### src/art_consts.vh
// Register offsets, control bit positions, reset values and timing counts of the timers.
`ifndef ART_CONSTS_VH
`define ART_CONSTS_VH

// Register offsets on the special function register port.
`define ART_T1_COUNT_LO  8'h8B
`define ART_T0_COUNT_HI  8'h8C
`define ART_T1_COUNT_HI  8'h8D
`define ART_T3_CONTROL   8'h91
`define ART_T3_RELOAD_LO 8'h92
`define ART_T3_RELOAD_HI 8'h93
`define ART_T3_COUNT_LO  8'h94
`define ART_T3_COUNT_HI  8'h95
`define ART_T2_CONTROL   8'hC8
`define ART_T2_RELOAD_LO 8'hCA
`define ART_T2_RELOAD_HI 8'hCB
`define ART_T2_COUNT_LO  8'hCC
`define ART_T2_COUNT_HI  8'hCD

// Control register bit positions, shared by both timers.
`define ART_HIGH_FLAG_BIT  7
`define ART_LOW_FLAG_BIT   6
`define ART_LOW_IRQ_EN_BIT 5
`define ART_CAP_EN_BIT     4
`define ART_SPLIT_BIT      3
`define ART_RUN_BIT        2
`define ART_SRC_MSB        1
`define ART_SRC_LSB        0

// Reset value of every register and the wrap limits of the counters.
`define ART_RESET_BYTE 8'h00
`define ART_BYTE_MAX   8'hFF

// Source field encodings.
`define ART_SRC_0 2'h0
`define ART_SRC_1 2'h1
`define ART_SRC_2 2'h2
`define ART_SRC_3 2'h3

// System clock divider for the divided-by-12 timebase.
`define ART_SYS_DIV       12
`define ART_SYS_DIV_LAST  4'hB

`endif

### src/art_sync_edge.v
// Two-flop synchroniser with rising-edge pulse for an external timer source.
`timescale 1ns/1ps
`default_nettype none

module art_sync_edge
(
  // Clock and reset.
  input  wire clk,
  input  wire sys_rst,
  // Asynchronous source and its synchronised rising edge.
  input  wire src_async,
  output reg  rise_r
);

  reg meta_r;
  reg sync_r;
  reg last_r;

  // Only the second flop reads the first; the edge is taken after it.
  always @(posedge clk)
  begin
    if (sys_rst)
    begin
      meta_r <= 1'b0;
      sync_r <= 1'b0;
      last_r <= 1'b0;
      rise_r <= 1'b0;
    end
    else
    begin
      meta_r <= src_async;
      sync_r <= meta_r;
      last_r <= sync_r;
      rise_r <= sync_r & ~last_r;
    end
  end

endmodule

`default_nettype wire

### src/art_div12.v
// Divider that makes a one-cycle enable pulse once every twelve system clocks.
`timescale 1ns/1ps
`default_nettype none
`include "art_consts.vh"

module art_div12
(
  // Clock and reset.
  input  wire clk,
  input  wire sys_rst,
  // One-cycle enable at one twelfth of the clock rate.
  output reg  tick_r
);

  reg [3:0] cnt_r;

  // Counts 0 to 11 and pulses in the cycle after the last count.
  always @(posedge clk)
  begin
    if (sys_rst)
    begin
      cnt_r  <= 4'h0;
      tick_r <= 1'b0;
    end
    else
    begin
      tick_r <= (cnt_r == `ART_SYS_DIV_LAST);
      if (cnt_r == `ART_SYS_DIV_LAST)
        cnt_r <= 4'h0;
      else
        cnt_r <= cnt_r + 4'h1;
    end
  end

endmodule

`default_nettype wire

### src/art_timers.v
// Second and third auto-reload/capture timers with count bytes of the zeroth and first timers.
`timescale 1ns/1ps
`default_nettype none
`include "art_consts.vh"

module art_timers
(
  // Clock and reset.
  input  wire       clk,
  input  wire       sys_rst,
  // Special function register port.
  input  wire [7:0] sfr_addr,
  input  wire       sfr_wr,
  input  wire [7:0] sfr_wdata,
  output reg  [7:0] sfr_rdata_r,
  // Per-byte clock selects and timer interrupt enables.
  input  wire       t2_high_clock_select,
  input  wire       t2_low_clock_select,
  input  wire       t3_high_clock_select,
  input  wire       t3_low_clock_select,
  input  wire       t2_irq_enable,
  input  wire       t3_irq_enable,
  // External clock and capture sources.
  input  wire       comparator0,
  input  wire       comparator1,
  input  wire       rtc_div8,
  input  wire       external_oscillator_div8,
  // Interrupt requests.
  output reg        t2_irq_r,
  output reg        t3_irq_r
);

  // Count bytes of the zeroth and first timers.
  reg [7:0] t1_count_lo_r;
  reg [7:0] t0_count_hi_r;
  reg [7:0] t1_count_hi_r;

  // Synchronised source edges and the divided system clock.
  wire      cmp0_rise;
  wire      cmp1_rise;
  wire      rtc_rise;
  wire      osc_rise;
  wire      div12_tick;

  // Per-byte clock selects and interrupt enables, indexed by timer.
  wire [1:0] high_sel;
  wire [1:0] low_sel;
  wire [1:0] irq_en;

  assign high_sel = {t3_high_clock_select, t2_high_clock_select};
  assign low_sel  = {t3_low_clock_select, t2_low_clock_select};
  assign irq_en   = {t3_irq_enable, t2_irq_enable};

  // Every outside source passes a two-flop synchroniser first.
  art_sync_edge u_sync_cmp0
  (
    .clk       (clk),
    .sys_rst   (sys_rst),
    .src_async (comparator0),
    .rise_r    (cmp0_rise)
  );

  art_sync_edge u_sync_cmp1
  (
    .clk       (clk),
    .sys_rst   (sys_rst),
    .src_async (comparator1),
    .rise_r    (cmp1_rise)
  );

  art_sync_edge u_sync_rtc
  (
    .clk       (clk),
    .sys_rst   (sys_rst),
    .src_async (rtc_div8),
    .rise_r    (rtc_rise)
  );

  art_sync_edge u_sync_osc
  (
    .clk       (clk),
    .sys_rst   (sys_rst),
    .src_async (external_oscillator_div8),
    .rise_r    (osc_rise)
  );

  // The divide-by-12 timebase is an enable pulse, not a second clock.
  art_div12 u_div12
  (
    .clk     (clk),
    .sys_rst (sys_rst),
    .tick_r  (div12_tick)
  );

  // Both timers share one structure; index 0 is the second timer, 1 the third.
  genvar i;
  generate
    for (i = 0; i < 2; i = i + 1)
    begin : tmr
      reg  [7:0] ctl_r;
      reg  [7:0] rl_lo_r;
      reg  [7:0] rl_hi_r;
      reg  [7:0] cnt_lo_r;
      reg  [7:0] cnt_hi_r;
      reg        irq_r;
      reg  [7:0] ctl_nxt;
      reg  [7:0] cnt_lo_nxt;
      reg  [7:0] cnt_hi_nxt;
      reg  [7:0] rl_lo_nxt;
      reg  [7:0] rl_hi_nxt;
      reg        lo_tick;
      reg        hi_tick;
      reg        set_hi;
      reg        set_lo;
      wire       wr_ctl;
      wire       wr_rll;
      wire       wr_rlh;
      wire       wr_cl;
      wire       wr_ch;
      wire       split;
      wire       run;
      wire       cap_en;
      wire       byte_clk_lo;
      wire       byte_clk_hi;
      wire       src_a;
      wire       src_b;
      wire       ext_tick;
      wire       cap_tick;

      assign wr_ctl = sfr_wr & (sfr_addr == ((i == 0) ? `ART_T2_CONTROL : `ART_T3_CONTROL));
      assign wr_rll = sfr_wr & (sfr_addr == ((i == 0) ? `ART_T2_RELOAD_LO : `ART_T3_RELOAD_LO));
      assign wr_rlh = sfr_wr & (sfr_addr == ((i == 0) ? `ART_T2_RELOAD_HI : `ART_T3_RELOAD_HI));
      assign wr_cl  = sfr_wr & (sfr_addr == ((i == 0) ? `ART_T2_COUNT_LO : `ART_T3_COUNT_LO));
      assign wr_ch  = sfr_wr & (sfr_addr == ((i == 0) ? `ART_T2_COUNT_HI : `ART_T3_COUNT_HI));
      assign split  = ctl_r[`ART_SPLIT_BIT];
      assign run    = ctl_r[`ART_RUN_BIT];
      assign cap_en = ctl_r[`ART_CAP_EN_BIT];

      // Both source tables share one shape, so decoding stays local to each timer.
      // Clock is div12, A, div12, B and capture is B, B, A, A for codes 0 to 3.
      assign src_a    = (i == 0) ? cmp0_rise : osc_rise;
      assign src_b    = (i == 0) ? rtc_rise : cmp1_rise;
      assign ext_tick = ctl_r[`ART_SRC_LSB] ? (ctl_r[`ART_SRC_MSB] ? src_b : src_a) : div12_tick;
      assign cap_tick = ctl_r[`ART_SRC_MSB] ? src_a : src_b;

      // Each byte takes the external tick on select 0, every clock on select 1.
      assign byte_clk_lo = low_sel[i] | ext_tick;
      assign byte_clk_hi = high_sel[i] | ext_tick;

      // Counting, reload, capture and flag setting for one timer.
      always @*
      begin
        cnt_lo_nxt = cnt_lo_r;
        cnt_hi_nxt = cnt_hi_r;
        rl_lo_nxt  = rl_lo_r;
        rl_hi_nxt  = rl_hi_r;
        set_hi     = 1'b0;
        set_lo     = 1'b0;
        lo_tick    = 1'b0;
        hi_tick    = 1'b0;
        if (split)
        begin
          // Low byte always counts in split mode; run gates the high byte.
          lo_tick = byte_clk_lo;
          hi_tick = run & byte_clk_hi;
          if (lo_tick)
          begin
            if (cnt_lo_r == `ART_BYTE_MAX)
            begin
              cnt_lo_nxt = rl_lo_r;
              set_lo     = 1'b1;
            end
            else
              cnt_lo_nxt = cnt_lo_r + 8'h01;
          end
          if (hi_tick)
          begin
            if (cnt_hi_r == `ART_BYTE_MAX)
            begin
              cnt_hi_nxt = rl_hi_r;
              set_hi     = 1'b1;
            end
            else
              cnt_hi_nxt = cnt_hi_r + 8'h01;
          end
        end
        else
        begin
          // One 16-bit counter clocked by the low byte select and gated by run.
          lo_tick = run & byte_clk_lo;
          if (lo_tick)
          begin
            if (cnt_lo_r == `ART_BYTE_MAX)
            begin
              set_lo = 1'b1;
              if (cnt_hi_r == `ART_BYTE_MAX)
              begin
                set_hi = 1'b1;
                // Capture mode wraps to zero since the reload bytes hold captures.
                cnt_lo_nxt = cap_en ? `ART_RESET_BYTE : rl_lo_r;
                cnt_hi_nxt = cap_en ? `ART_RESET_BYTE : rl_hi_r;
              end
              else
              begin
                cnt_lo_nxt = `ART_RESET_BYTE;
                cnt_hi_nxt = cnt_hi_r + 8'h01;
              end
            end
            else
              cnt_lo_nxt = cnt_lo_r + 8'h01;
          end
        end
        // Software writes to count or reload bytes win over counting.
        if (wr_cl)
          cnt_lo_nxt = sfr_wdata;
        if (wr_ch)
          cnt_hi_nxt = sfr_wdata;
        if (wr_rll)
          rl_lo_nxt = sfr_wdata;
        if (wr_rlh)
          rl_hi_nxt = sfr_wdata;
        // A capture event copies the live count and raises the high flag.
        if (cap_en & cap_tick)
        begin
          rl_lo_nxt = cnt_lo_r;
          rl_hi_nxt = cnt_hi_r;
          set_hi    = 1'b1;
        end
        // A hardware set wins over a software clear in the same cycle.
        ctl_nxt = wr_ctl ? sfr_wdata : ctl_r;
        if (set_hi)
          ctl_nxt[`ART_HIGH_FLAG_BIT] = 1'b1;
        if (set_lo)
          ctl_nxt[`ART_LOW_FLAG_BIT] = 1'b1;
      end

      // Timer state registers.
      always @(posedge clk)
      begin
        if (sys_rst)
        begin
          ctl_r    <= `ART_RESET_BYTE;
          rl_lo_r  <= `ART_RESET_BYTE;
          rl_hi_r  <= `ART_RESET_BYTE;
          cnt_lo_r <= `ART_RESET_BYTE;
          cnt_hi_r <= `ART_RESET_BYTE;
          irq_r    <= 1'b0;
        end
        else
        begin
          ctl_r    <= ctl_nxt;
          rl_lo_r  <= rl_lo_nxt;
          rl_hi_r  <= rl_hi_nxt;
          cnt_lo_r <= cnt_lo_nxt;
          cnt_hi_r <= cnt_hi_nxt;
          // Request follows irq_en and the high flag or enabled low flag, so with irq_en up it stays until software clears them.
          irq_r    <= irq_en[i] & (ctl_r[`ART_HIGH_FLAG_BIT] |
                      (ctl_r[`ART_LOW_IRQ_EN_BIT] & ctl_r[`ART_LOW_FLAG_BIT]));
        end
      end
    end
  endgenerate

  // Interrupt outputs come straight from the timer flops above, one cycle behind the flags.
  always @*
  begin
    t2_irq_r = tmr[0].irq_r;
    t3_irq_r = tmr[1].irq_r;
  end

  // Zeroth and first timer count bytes: storage only, their counting lives elsewhere.
  always @(posedge clk)
  begin
    if (sys_rst)
    begin
      t1_count_lo_r <= `ART_RESET_BYTE;
      t0_count_hi_r <= `ART_RESET_BYTE;
      t1_count_hi_r <= `ART_RESET_BYTE;
    end
    else if (sfr_wr)
    begin
      if (sfr_addr == `ART_T1_COUNT_LO)
        t1_count_lo_r <= sfr_wdata;
      else if (sfr_addr == `ART_T0_COUNT_HI)
        t0_count_hi_r <= sfr_wdata;
      else if (sfr_addr == `ART_T1_COUNT_HI)
        t1_count_hi_r <= sfr_wdata;
    end
  end

  // Registered read mux; unmapped addresses read as zero.
  always @(posedge clk)
  begin
    if (sys_rst)
      sfr_rdata_r <= `ART_RESET_BYTE;
    else if (sfr_addr == `ART_T1_COUNT_LO)
      sfr_rdata_r <= t1_count_lo_r;
    else if (sfr_addr == `ART_T0_COUNT_HI)
      sfr_rdata_r <= t0_count_hi_r;
    else if (sfr_addr == `ART_T1_COUNT_HI)
      sfr_rdata_r <= t1_count_hi_r;
    else if (sfr_addr == `ART_T2_CONTROL)
      sfr_rdata_r <= tmr[0].ctl_r;
    else if (sfr_addr == `ART_T2_RELOAD_LO)
      sfr_rdata_r <= tmr[0].rl_lo_r;
    else if (sfr_addr == `ART_T2_RELOAD_HI)
      sfr_rdata_r <= tmr[0].rl_hi_r;
    else if (sfr_addr == `ART_T2_COUNT_LO)
      sfr_rdata_r <= tmr[0].cnt_lo_r;
    else if (sfr_addr == `ART_T2_COUNT_HI)
      sfr_rdata_r <= tmr[0].cnt_hi_r;
    else if (sfr_addr == `ART_T3_CONTROL)
      sfr_rdata_r <= tmr[1].ctl_r;
    else if (sfr_addr == `ART_T3_RELOAD_LO)
      sfr_rdata_r <= tmr[1].rl_lo_r;
    else if (sfr_addr == `ART_T3_RELOAD_HI)
      sfr_rdata_r <= tmr[1].rl_hi_r;
    else if (sfr_addr == `ART_T3_COUNT_LO)
      sfr_rdata_r <= tmr[1].cnt_lo_r;
    else if (sfr_addr == `ART_T3_COUNT_HI)
      sfr_rdata_r <= tmr[1].cnt_hi_r;
    else
      sfr_rdata_r <= `ART_RESET_BYTE;
  end

endmodule

`default_nettype wire

### config.mk
export PLATFORM = sky130hd
export DESIGN_NAME = art_timers
export DESIGN_NICKNAME = d
export VERILOG_FILES = /design/src/art_sync_edge.v /design/src/art_div12.v /design/src/art_timers.v
export VERILOG_INCLUDE_DIRS = /design/src /design/src/src
export SDC_FILE = /design/constraint.sdc
export NUM_CORES = 1
export LEC_CHECK = 0
export BUFFER_PORTS_ARGS = -buffer_cell sky130_fd_sc_hd__buf_2
export CORE_ASPECT_RATIO = 1.4
export CORE_MARGIN = 1.5
export CORE_UTILIZATION = 55
export CTS_BUF_LIST = sky130_fd_sc_hd__clkbuf_16
export CTS_CLUSTER_DIAMETER = 50
export DETAILED_ROUTE_END_ITERATION = 16
export GPL_TIMING_DRIVEN = 1
export HOLD_SLACK_MARGIN = 0.12
export PLACE_DENSITY = 0.73
export SKIP_LAST_GASP = 1
export SYNTH_ARGS = -nofsm -noshare
export SYNTH_HDL_FRONTEND = slang
export SYNTH_SLANG_ARGS = --single-unit
### constraint.sdc
create_clock -name clk -period 3.4 [get_ports clk]
set_input_delay 0.51 -clock clk [delete_from_list [all_inputs] [get_ports clk]]
set_output_delay 0.51 -clock clk [all_outputs]
set_load 0.03 [all_outputs]
==> impl_metrics.tcl, run 1 <==
set metrics [dict create \
    async_flop_share_pct 0 \
    combPwrFrac_pct 5.8 \
    cts_sinks 135 \
    via_count 7009 \
    cts_hold_buffers 0 \
    rsz0062_at_grt "false" \
    period_share_pct 74.22 \
    pwr-share-seq_pct 43.4 \
    drive_gt1_share_pct 12.36 \
    ys_seq_area_share_pct 36.01 \
    regArea_um2 2703 \
    r2r-start "tmr[1].cnt_lo_r[0]" \
    finalMaxSlewViolations 0 \
    synth.avg_cell_area_um2 8.676 \
    start_util_pct 56.32 \
    min_path_type "in -> reg" \
    crit_type "in -> reg" \
    cts-root-buf "clkbuf_16" \
    area_growth_pct 9.987 \
    power.density_nw_per_um2 447.8 \
    wl_per_cell_um 22.81 \
    std_cell_rows 50 \
    post_cts_buffers 0 \
    ant_nets 0 \
    die_y_um 141.2 \
    grt_overflow_total 0 \
    totalWireLength_um 23910 \
    core_um2 13330 \
    power_frac_clock_pct 50.8 \
    synth_cell_types 74 \
    syn_nets 899 \
    p_leak_nw 3.190 \
    tightest_slew_ns 1.049 \
    yosys-top-cells-count "dfxtp_1, nor2_1, mux2i_1" \
    r2r_setup_slack_ns 1.00 \
    clockBufferDepth 2 \
    n_fill_cell 1166 \
    worstHoldStart "external_oscillator_div8" \
    antenna_found_initial 0 \
    synth_edf_count 0 \
    multiInputGateArea_um2 4423 \
    status "completed" \
    crit_required_ns 3.69 \
    synth_warnings 0 \
    ys_dominant_reg_cell "dfxtp_1" \
    antennaDiodeCount 0 \
    synth_most_common_cell "dfxtp_1" \
    finalNetCount 887 \
    use_met2_pct 55.30 \
    final_hold_viol_count 0 \
    setup_ws_ns 0.8765 \
    internal_power_mw 2.812 \
    dp.final_hpwl_um 16790 \
    port_buffers 38 \
    top_usage_layer "met2" \
    grt_usage_pct 34.45 \
    critPathMaxFanout 27 \
    switchingPower_mw 0.8844 \
    hold-worst-slack_ns 0.3002 \
    grt_pass1_wl_um 37190 \
    relSlewSlack_pct 29.89 \
    fin_crit_ns 2.523 \
    synth-seq-cells 135 \
    pre_cts_slack_ns 0.5192 \
    cp.arrival_ns 2.82 \
    p_total_mw 3.696 \
    cts_resized 0 \
    cp-start-kind "primary input" \
    grt_use_met1_pct 41.18 \
    fmax_mhz 396.3 \
    yosysTopAreaCellShare_pct 36.01 \
    clock_latency_ns 0.43 \
    fin_skew_ns 0.007262 \
    dieArea_um2 14360 \
    finalSetupViolations 0 \
    cap_violations 0 \
    ioPinCount 39 \
    cts_buffers 17 \
    crit_start "sfr_addr[2]" \
    vias_per_cell 6.688 \
    utilization_pct 61.94 \
    synth_top_area_cell "dfxtp_1" \
    use_met3_pct 8.676 \
    fp.dieW_um 101.7 \
    synthCells 865 \
    cts_tree "done" \
    clkTransAtPathRegs_ns 0.06 \
    grt_pass1_vias 6801 \
    ir_drop_uv 304.1 \
    grt_max_degree 73 \
    drtPass1Iterations 6 \
    tns_ns 0 \
    htreeDepth 4 \
    synthesis.area_um2 7505 \
    crit_path_end_kind "flop" \
    gp_congestion 0.9710 \
    drt_iter0_markers 584 \
    post-route-drc-count 0 \
    ys_top_cells_by_area "dfxtp_1, mux2i_1, nor2_1, a211oi_1, clkbuf_1" \
    p_sw_share_pct 23.93 \
]
## power by group through the flow
| stage | clock (mW) | sequential, mW | combinational (mW) |
|---|---|---|---|
| global placement | 0 | 1.64 | 0.206 |
| floorplan | 0 | 1.64 | 0.139 |
| global route | 1.98 | 1.60 | 0.230 |
| CTS | 1.91 | 1.60 | 0.212 |
| detailed placement | 0 | 1.64 | 0.211 |
| finish | 1.88 | 1.60 | 0.216 |
## metrics by stage
| step | std cells | area (µm²) |
|---|---|---|
| floorplan | 865 | 7505 |
| global placement | 1016 | 7651 |
| detailed placement | 1016 | 7651 |
| CTS | 1048 | 8254 |
| global route | 1048 | 8254 |
| finish | 1048 | 8254 |
## layout make-up
type | instances | area share (%)
well taps | 182 | 2.759
repair buffers | 46 | 3.062
inverters | 12 | 0.5457
multi-input cells | 641 | 53.58
clock buffers | 17 | 5.154
flip-flops and latches | 135 | 32.74
clock inverters | 15 | 2.152
## worst max-delay path, stage by stage
cell and delay [ns]:
buf_2 0.28, nor2b_1 0.83, nand4b_2 0.46, nor2_4 0.40, mux2i_1 0.28, nor2_1 0.06
## cell usage in the layout, fill, tap and decap left out, types with 9 or more instances in the layout
cell type,instances
a211oi_1,53
a21oi_1,25
a221oi_1,15
a22o_1,14
a31oi_1,12
buf_2,37
buf_4,9
clkbuf_16,17
dfxtp_1,135
inv_1,13
mux2_2,9
mux2i_1,79
nand2_1,38
nand2b_1,16
nand3_1,21
nor2_1,118
nor2b_1,27
nor3_1,20
o21ai_0,12
o22ai_1,10
xnor2_1,10
## state kept, by name, summed over array words and instances (netlist names), 4 cells and up
register	count
sfr_rdata_r	8
t0_count_hi_r	8
t1_count_hi_r	8
t1_count_lo_r	8
tmr.cnt_hi_r	16
tmr.cnt_lo_r	16
tmr.ctl_r	16
tmr.rl_hi_r	16
tmr.rl_lo_r	16
u_div12.cnt_r	4
## layer usage
layer / vias to the layer above / share of wire [%]
met5: - / 0
met4: 0 / 5.5
met3: 97 / 7.7
met2: 370 / 49
met1: 3325 / 38
li1: 3217 / -
## kinds of logic (layout without fill, tap and decap cells)
family,after synthesis,count (layout),share of synthesized area [%]
buf+inv,89,90,5.052
fa+ha+maj,5,5,0.8336
xor+xnor,18,18,2.101
compound gates,221,221,22.04
mux,88,88,11.89
flops,135,135,36.01
simple gates,309,309,22.07
## final timing paths
check / to / cells past startpoint
max: t1_count_lo_r[0] / 6
min: u_sync_osc.meta_r / 2
max reg2reg: tmr[1].cnt_hi_r[0] / 6
min reg2reg: u_sync_rtc.rise_r / 1
(Power assumes the default switching activity.)
==> run 2, diff against run 1 <==
PLACE_DENSITY = 0.76   (was 0.73)
clock period = 2.12 ns   (was 3.4 ns; I/O delays follow)
==> impl_metrics.tcl, run 2 (synthesized netlist as in run 1, its figures left out) <==
set metrics [dict create \
    status "completed" \
    antennaDiodeCount 0 \
    fmax_mhz 495.0 \
    cts-root-buf "clkbuf_16" \
    cap_violations 0 \
    dp.final_hpwl_um 17370 \
    grt_max_degree 43 \
    clockBufferDepth 2 \
    cts_tree "done" \
    vias_per_cell 6.576 \
    totalWireLength_um 24290 \
    fp.dieW_um 101.7 \
    switchingPower_mw 1.486 \
    pre_cts_slack_ns -0.07605 \
    fin_crit_ns 2.020 \
    htreeDepth 4 \
    dpl.cell_count 1071 \
    crit_type "reg -> reg" \
    rsz0062_at_grt "false" \
    via_count 7286 \
    port_buffers 38 \
    final_hold_viol_count 0 \
    regArea_um2 2704 \
    finalNetCount 947 \
    tightest_slew_ns 0.5174 \
    cp-start-kind "flop" \
    grt_overflow_total 0 \
    p_sw_share_pct 25.62 \
    grt_usage_pct 34.90 \
    finalMaxSlewViolations 0 \
    combPwrFrac_pct 6.5 \
    power.density_nw_per_um2 667.8 \
    die_y_um 141.2 \
    relSlewSlack_pct 65.35 \
    clock_latency_ns 0.44 \
    p_leak_nw 3.463 \
    layout.cells.most_common "dfxtp_1" \
    r2r-start "tmr[1].cnt_lo_r[1]" \
    min_to "t2_irq_r" \
    grt_pass1_wl_um 38170 \
    crit_required_ns 2.46 \
    crit_path_end_kind "flop" \
    ir_drop_uv 482.1 \
    antenna_found_initial 0 \
    ioPinCount 39 \
    mostFrequentLayoutCells "dfxtp_1, nor2_1, mux2i_1" \
    place_area_um2 8064 \
    gp_congestion 0.9570 \
    area_growth_pct 15.71 \
    cp.arrival_ns 2.36 \
    multiInputGateArea_um2 4423 \
    worstHoldStart "t2_irq_enable" \
    fin_skew_ns 0.008009 \
    finalSetupViolations 0 \
    std_cell_rows 50 \
    utilization_pct 65.16 \
    layoutNonFillerInstCount 1108 \
    tns_ns 0 \
    cts_buffers 17 \
    ant_nets 0 \
    stdcell_area_um2 8683 \
    min_path_type "in -> reg" \
    post-route-drc-count 0 \
    r2r-end "tmr[1].cnt_hi_r[3]" \
    pwr-share-seq_pct 44.3 \
    core_um2 13330 \
    dieArea_um2 14360 \
    power_frac_clock_pct 49.2 \
    period_share_pct 95.28 \
    n_fill_cell 1127 \
    wl_per_cell_um 21.93 \
    r2r_setup_slack_ns 0.1 \
    clkTransAtPathRegs_ns 0.06 \
    start_util_pct 56.32 \
    drt_iter0_markers 583 \
    reg2reg_depth 7 \
    cts_sinks 135 \
    hold-worst-slack_ns 0.1407 \
    hold_depth 2 \
    setup_ws_ns 0.09998 \
    p_total_mw 5.798 \
    grt_pass1_vias 7110 \
    drtPass1Iterations 5 \
    drive_gt1_share_pct 17.82 \
    critPathMaxFanout 7 \
    internal_power_mw 4.313 \
]
[run 2: cell count changes in the layout (fill, tap and decap cells not counted), moves of 2 or more]
| cell | previous run | this run |
|---|---|---|
| clkinvlp_4 | 3 | 6 |
| buf_4 | 9 | 65 |
| inv_8 | 0 | 2 |
| dlygate4sd3_1 | 0 | 4 |
| bufinv_16 | 3 | 1 |
[run 2: area by class of cell]
| type | count | area share [%] |
|---|---|---|
| clock inverters | 15 | 1.671 |
| inverters | 12 | 0.5187 |
| repair buffers | 106 | 8.213 |
| multi-input cells | 641 | 50.94 |
| well taps | 182 | 2.622 |
| clock buffers | 17 | 4.899 |
| flip-flops and latches | 135 | 31.14 |
[run 2: repair_timing]
action                                 in CTS  in global routing
pin swaps                                   1                  0
endpoints found under the hold margin       4                  0
hold buffers                                4                  0
buffers inserted                            1                  0
gates resized for setup                     0                  1
setup endpoints to repair                   3                  8
[run 2: worst max path at each step]
stage,startpoint,end,slack [ns],cells past startpoint
finish,tmr[1].cnt_lo_r[1],tmr[1].cnt_hi_r[3],0.1,7
CTS,tmr[1].cnt_lo_r[1],tmr[1].cnt_hi_r[3],0.06,7
detailed placement,tmr[1].cnt_lo_r[1],tmr[1].cnt_hi_r[0],-0.08,6
global route,tmr[1].cnt_lo_r[1],tmr[1].cnt_hi_r[3],0.01,7
floorplan,tmr[1].cnt_lo_r[0],tmr[1].cnt_hi_r[3],0.27,6
global placement,tmr[1].cnt_lo_r[1],tmr[1].cnt_hi_r[0],-0.03,6
[run 2: per-layer routing]
metal	GRT usage, %	share of wire (%)	vias up
li1	-	-	3328
met1	40.89	39	3483
met2	57.44	48	351
met3	8.280	6.8	124
met4	20.03	5.8	0
met5	0	0	-
[run 2: critical path, stage by stage (launching register included)]
cell and delay [ns]:
dfxtp_2 0.39, ha_1 0.23, and4_1 0.24, and4_4 0.27, o211ai_1 0.12, buf_4 0.20, a211o_1 0.22, a311oi_1 0.25
[run 2: power by group through the flow]
stage | sequential, mW | combinational (mW) | clock, mW
2_1_floorplan | 2.62 | 0.224 | 0
3_3_place_gp | 2.62 | 0.351 | 0
3_5_place_dp | 2.63 | 0.360 | 0
4_1_cts | 2.57 | 0.367 | 2.87
5_1_grt | 2.57 | 0.397 | 2.99
6_report | 2.57 | 0.376 | 2.85
==> run 3, diff against run 2 <==
PLACE_DENSITY = 0.73   (was 0.76)
clock period = 2.4 ns   (was 2.12 ns; I/O delays follow)
==> impl_metrics.tcl, run 3 (synthesized netlist as in run 1, its figures left out) <==
set metrics [dict create \
    status "completed" \
    ioPinCount 39 \
    die_y_um 141.2 \
    finalNetCount 916 \
    combPwrFrac_pct 6.0 \
    antennaDiodeCount 0 \
    dp.final_hpwl_um 16610 \
    ir_drop_uv 415.9 \
    period_share_pct 93.04 \
    htreeDepth 4 \
    grt_usage_pct 33.45 \
    ant_nets 0 \
    via_count 7134 \
    post-route-drc-count 0 \
    rsz0062_at_grt "false" \
    tns_ns 0 \
    min_path_type "in -> reg" \
    clockBufferDepth 2 \
    p_total_mw 5.220 \
    cap_violations 0 \
    port_buffers 38 \
    cts_hold_buffers 0 \
    cts-root-buf "clkbuf_16" \
    worstHoldStart "comparator1" \
    relSlewSlack_pct 60.43 \
    power_frac_clock_pct 50.5 \
    drtPass1Iterations 7 \
    critPathMaxFanout 7 \
    p_leak_nw 3.336 \
    mostFrequentLayoutCells "dfxtp_1, nor2_1, mux2i_1" \
    critical-path-max-stage-delay_ns 0.49 \
    finalSetupViolations 0 \
    fmax_mhz 447.8 \
    wl_per_cell_um 22.00 \
    r2r-start "tmr[1].cnt_lo_r[0]" \
    totalWireLength_um 23700 \
    pre_cts_slack_ns 0.08665 \
    cpMaxStageDelayCell "dfxtp_1" \
    layout.cells.most_common "dfxtp_1" \
    fin_crit_ns 2.233 \
    path_cells "ha_1 > and4_1 > and4_4 > o211ai_1 > buf_4 > buf_4 > a311oi_1 > o32ai_1" \
    grt_pass1_wl_um 36340 \
    cp.arrival_ns 2.54 \
    hold_depth 2 \
    cp_top_family "simple AND/OR/NAND/NOR gates" \
    n_fill_cell 1172 \
    clkTransAtPathRegs_ns 0.06 \
    pwr-share-seq_pct 43.5 \
    clock_latency_ns 0.44 \
    grt_pass1_vias 6766 \
    cts_tree "done" \
    gp_congestion 0.9624 \
    path_buf_inv 2 \
    post_cts_buffers 0 \
    tightest_slew_ns 0.5916 \
    r2r-end "tmr[1].cnt_hi_r[4]" \
    cp-start-kind "flop" \
    crit_path_end_kind "flop" \
    layoutNonFillerInstCount 1077 \
    fp.dieW_um 101.7 \
    std_cell_rows 50 \
    cts_sinks 135 \
    hold-worst-slack_ns 0.1297 \
    final_hold_viol_count 0 \
    min_to "u_sync_cmp1.meta_r" \
    r2r_setup_slack_ns 0.17 \
    grt_max_degree 77 \
    vias_per_cell 6.624 \
    switchingPower_mw 1.315 \
    drt_iter0_markers 765 \
    area_growth_pct 12.92 \
    dieArea_um2 14360 \
    cts_resized 0 \
    crit_path_frequent_cell "buf_4" \
    crit_required_ns 2.71 \
    drive_gt1_share_pct 15.42 \
    fin_skew_ns 0.01297 \
    p_sw_share_pct 25.18 \
    power.density_nw_per_um2 616.0 \
    start_util_pct 56.32 \
    finalMaxSlewViolations 0 \
    crit_type "reg -> reg" \
    cts_buffers 17 \
    antenna_found_initial 0 \
    grt_overflow_total 0 \
    internal_power_mw 3.906 \
    core_um2 13330 \
    setup_ws_ns 0.1669 \
    dpl.cell_count 1043 \
    reg2reg_depth 8 \
]
-- run 3: changes by cell type in the layout (fill, tap and decap cells not counted), sizes merged --
cell,previous run,this run
buf,102,75
bufinv,1,2
clkinv,4,6
clkinvlp,6,2
dlygate4sd3,4,0
inv,16,17
-- run 3: routing by layer --
layer	part of all wire [%]	track usage (%)	vias to the layer above
met5	0	0	-
met4	5.6	20.76	0
met3	7.0	6.197	96
met2	48	54.91	347
met1	39	39.75	3428
li1	-	-	3263
-- run 3: worst max-delay path by stage --
| stage | to | depth (start not counted) | startpoint | slack (ns) |
|---|---|---|---|---|
| 3_5_place_dp | tmr[1].cnt_hi_r[0] | 6 | tmr[1].cnt_lo_r[0] | 0.09 |
| 3_3_place_gp | tmr[1].cnt_hi_r[0] | 6 | tmr[1].cnt_lo_r[0] | 0.12 |
| 2_1_floorplan | tmr[1].cnt_hi_r[3] | 6 | tmr[1].cnt_lo_r[0] | 0.55 |
| 6_report | tmr[1].cnt_hi_r[4] | 8 | tmr[1].cnt_lo_r[0] | 0.17 |
| 5_1_grt | tmr[1].cnt_hi_r[4] | 8 | tmr[1].cnt_lo_r[1] | 0.08 |
| 4_1_cts | tmr[1].cnt_hi_r[0] | 6 | tmr[1].cnt_lo_r[0] | 0.06 |
-- run 3: layout make-up --
| cell class | count | area [µm²] | area share [%] |
|---|---|---|---|
| clock buffer | 17 | 425.4 | 5.020 |
| clock inverter | 15 | 167.7 | 1.978 |
| inverter | 12 | 45.04 | 0.5315 |
| multi-input combinational | 641 | 4423 | 52.19 |
| sequential | 135 | 2703 | 31.89 |
| tap | 182 | 227.7 | 2.687 |
| timing repair buffer | 75 | 483.0 | 5.699 |
-- run 3: worst register-to-register path: stages, from the launching register on --
cell and delay (ns):
dfxtp_1 0.49, ha_1 0.27, and4_1 0.30, and4_4 0.29
o211ai_1 0.11, buf_4 0.18, buf_4 0.14, a311oi_1 0.21
o32ai_1 0.13
-- run 3: per-stage QoR --
stage	utilization (%)	area, µm²
6_report	63.60	8474
5_1_grt	63.60	8474
4_1_cts	63.48	8459
3_5_place_dp	59.03	7866
3_3_place_gp	59.03	7866
2_1_floorplan	-	7505
-- run 3: power groups by stage --
stage               registers [mW]  clock network, mW  logic (mW)
floorplan                     2.32                  0       0.198
global placement              2.32                  0       0.298
detailed placement            2.32                  0       0.305
CTS                           2.27               2.65       0.307
global route                  2.27               2.74       0.332
finish                        2.27               2.64       0.314
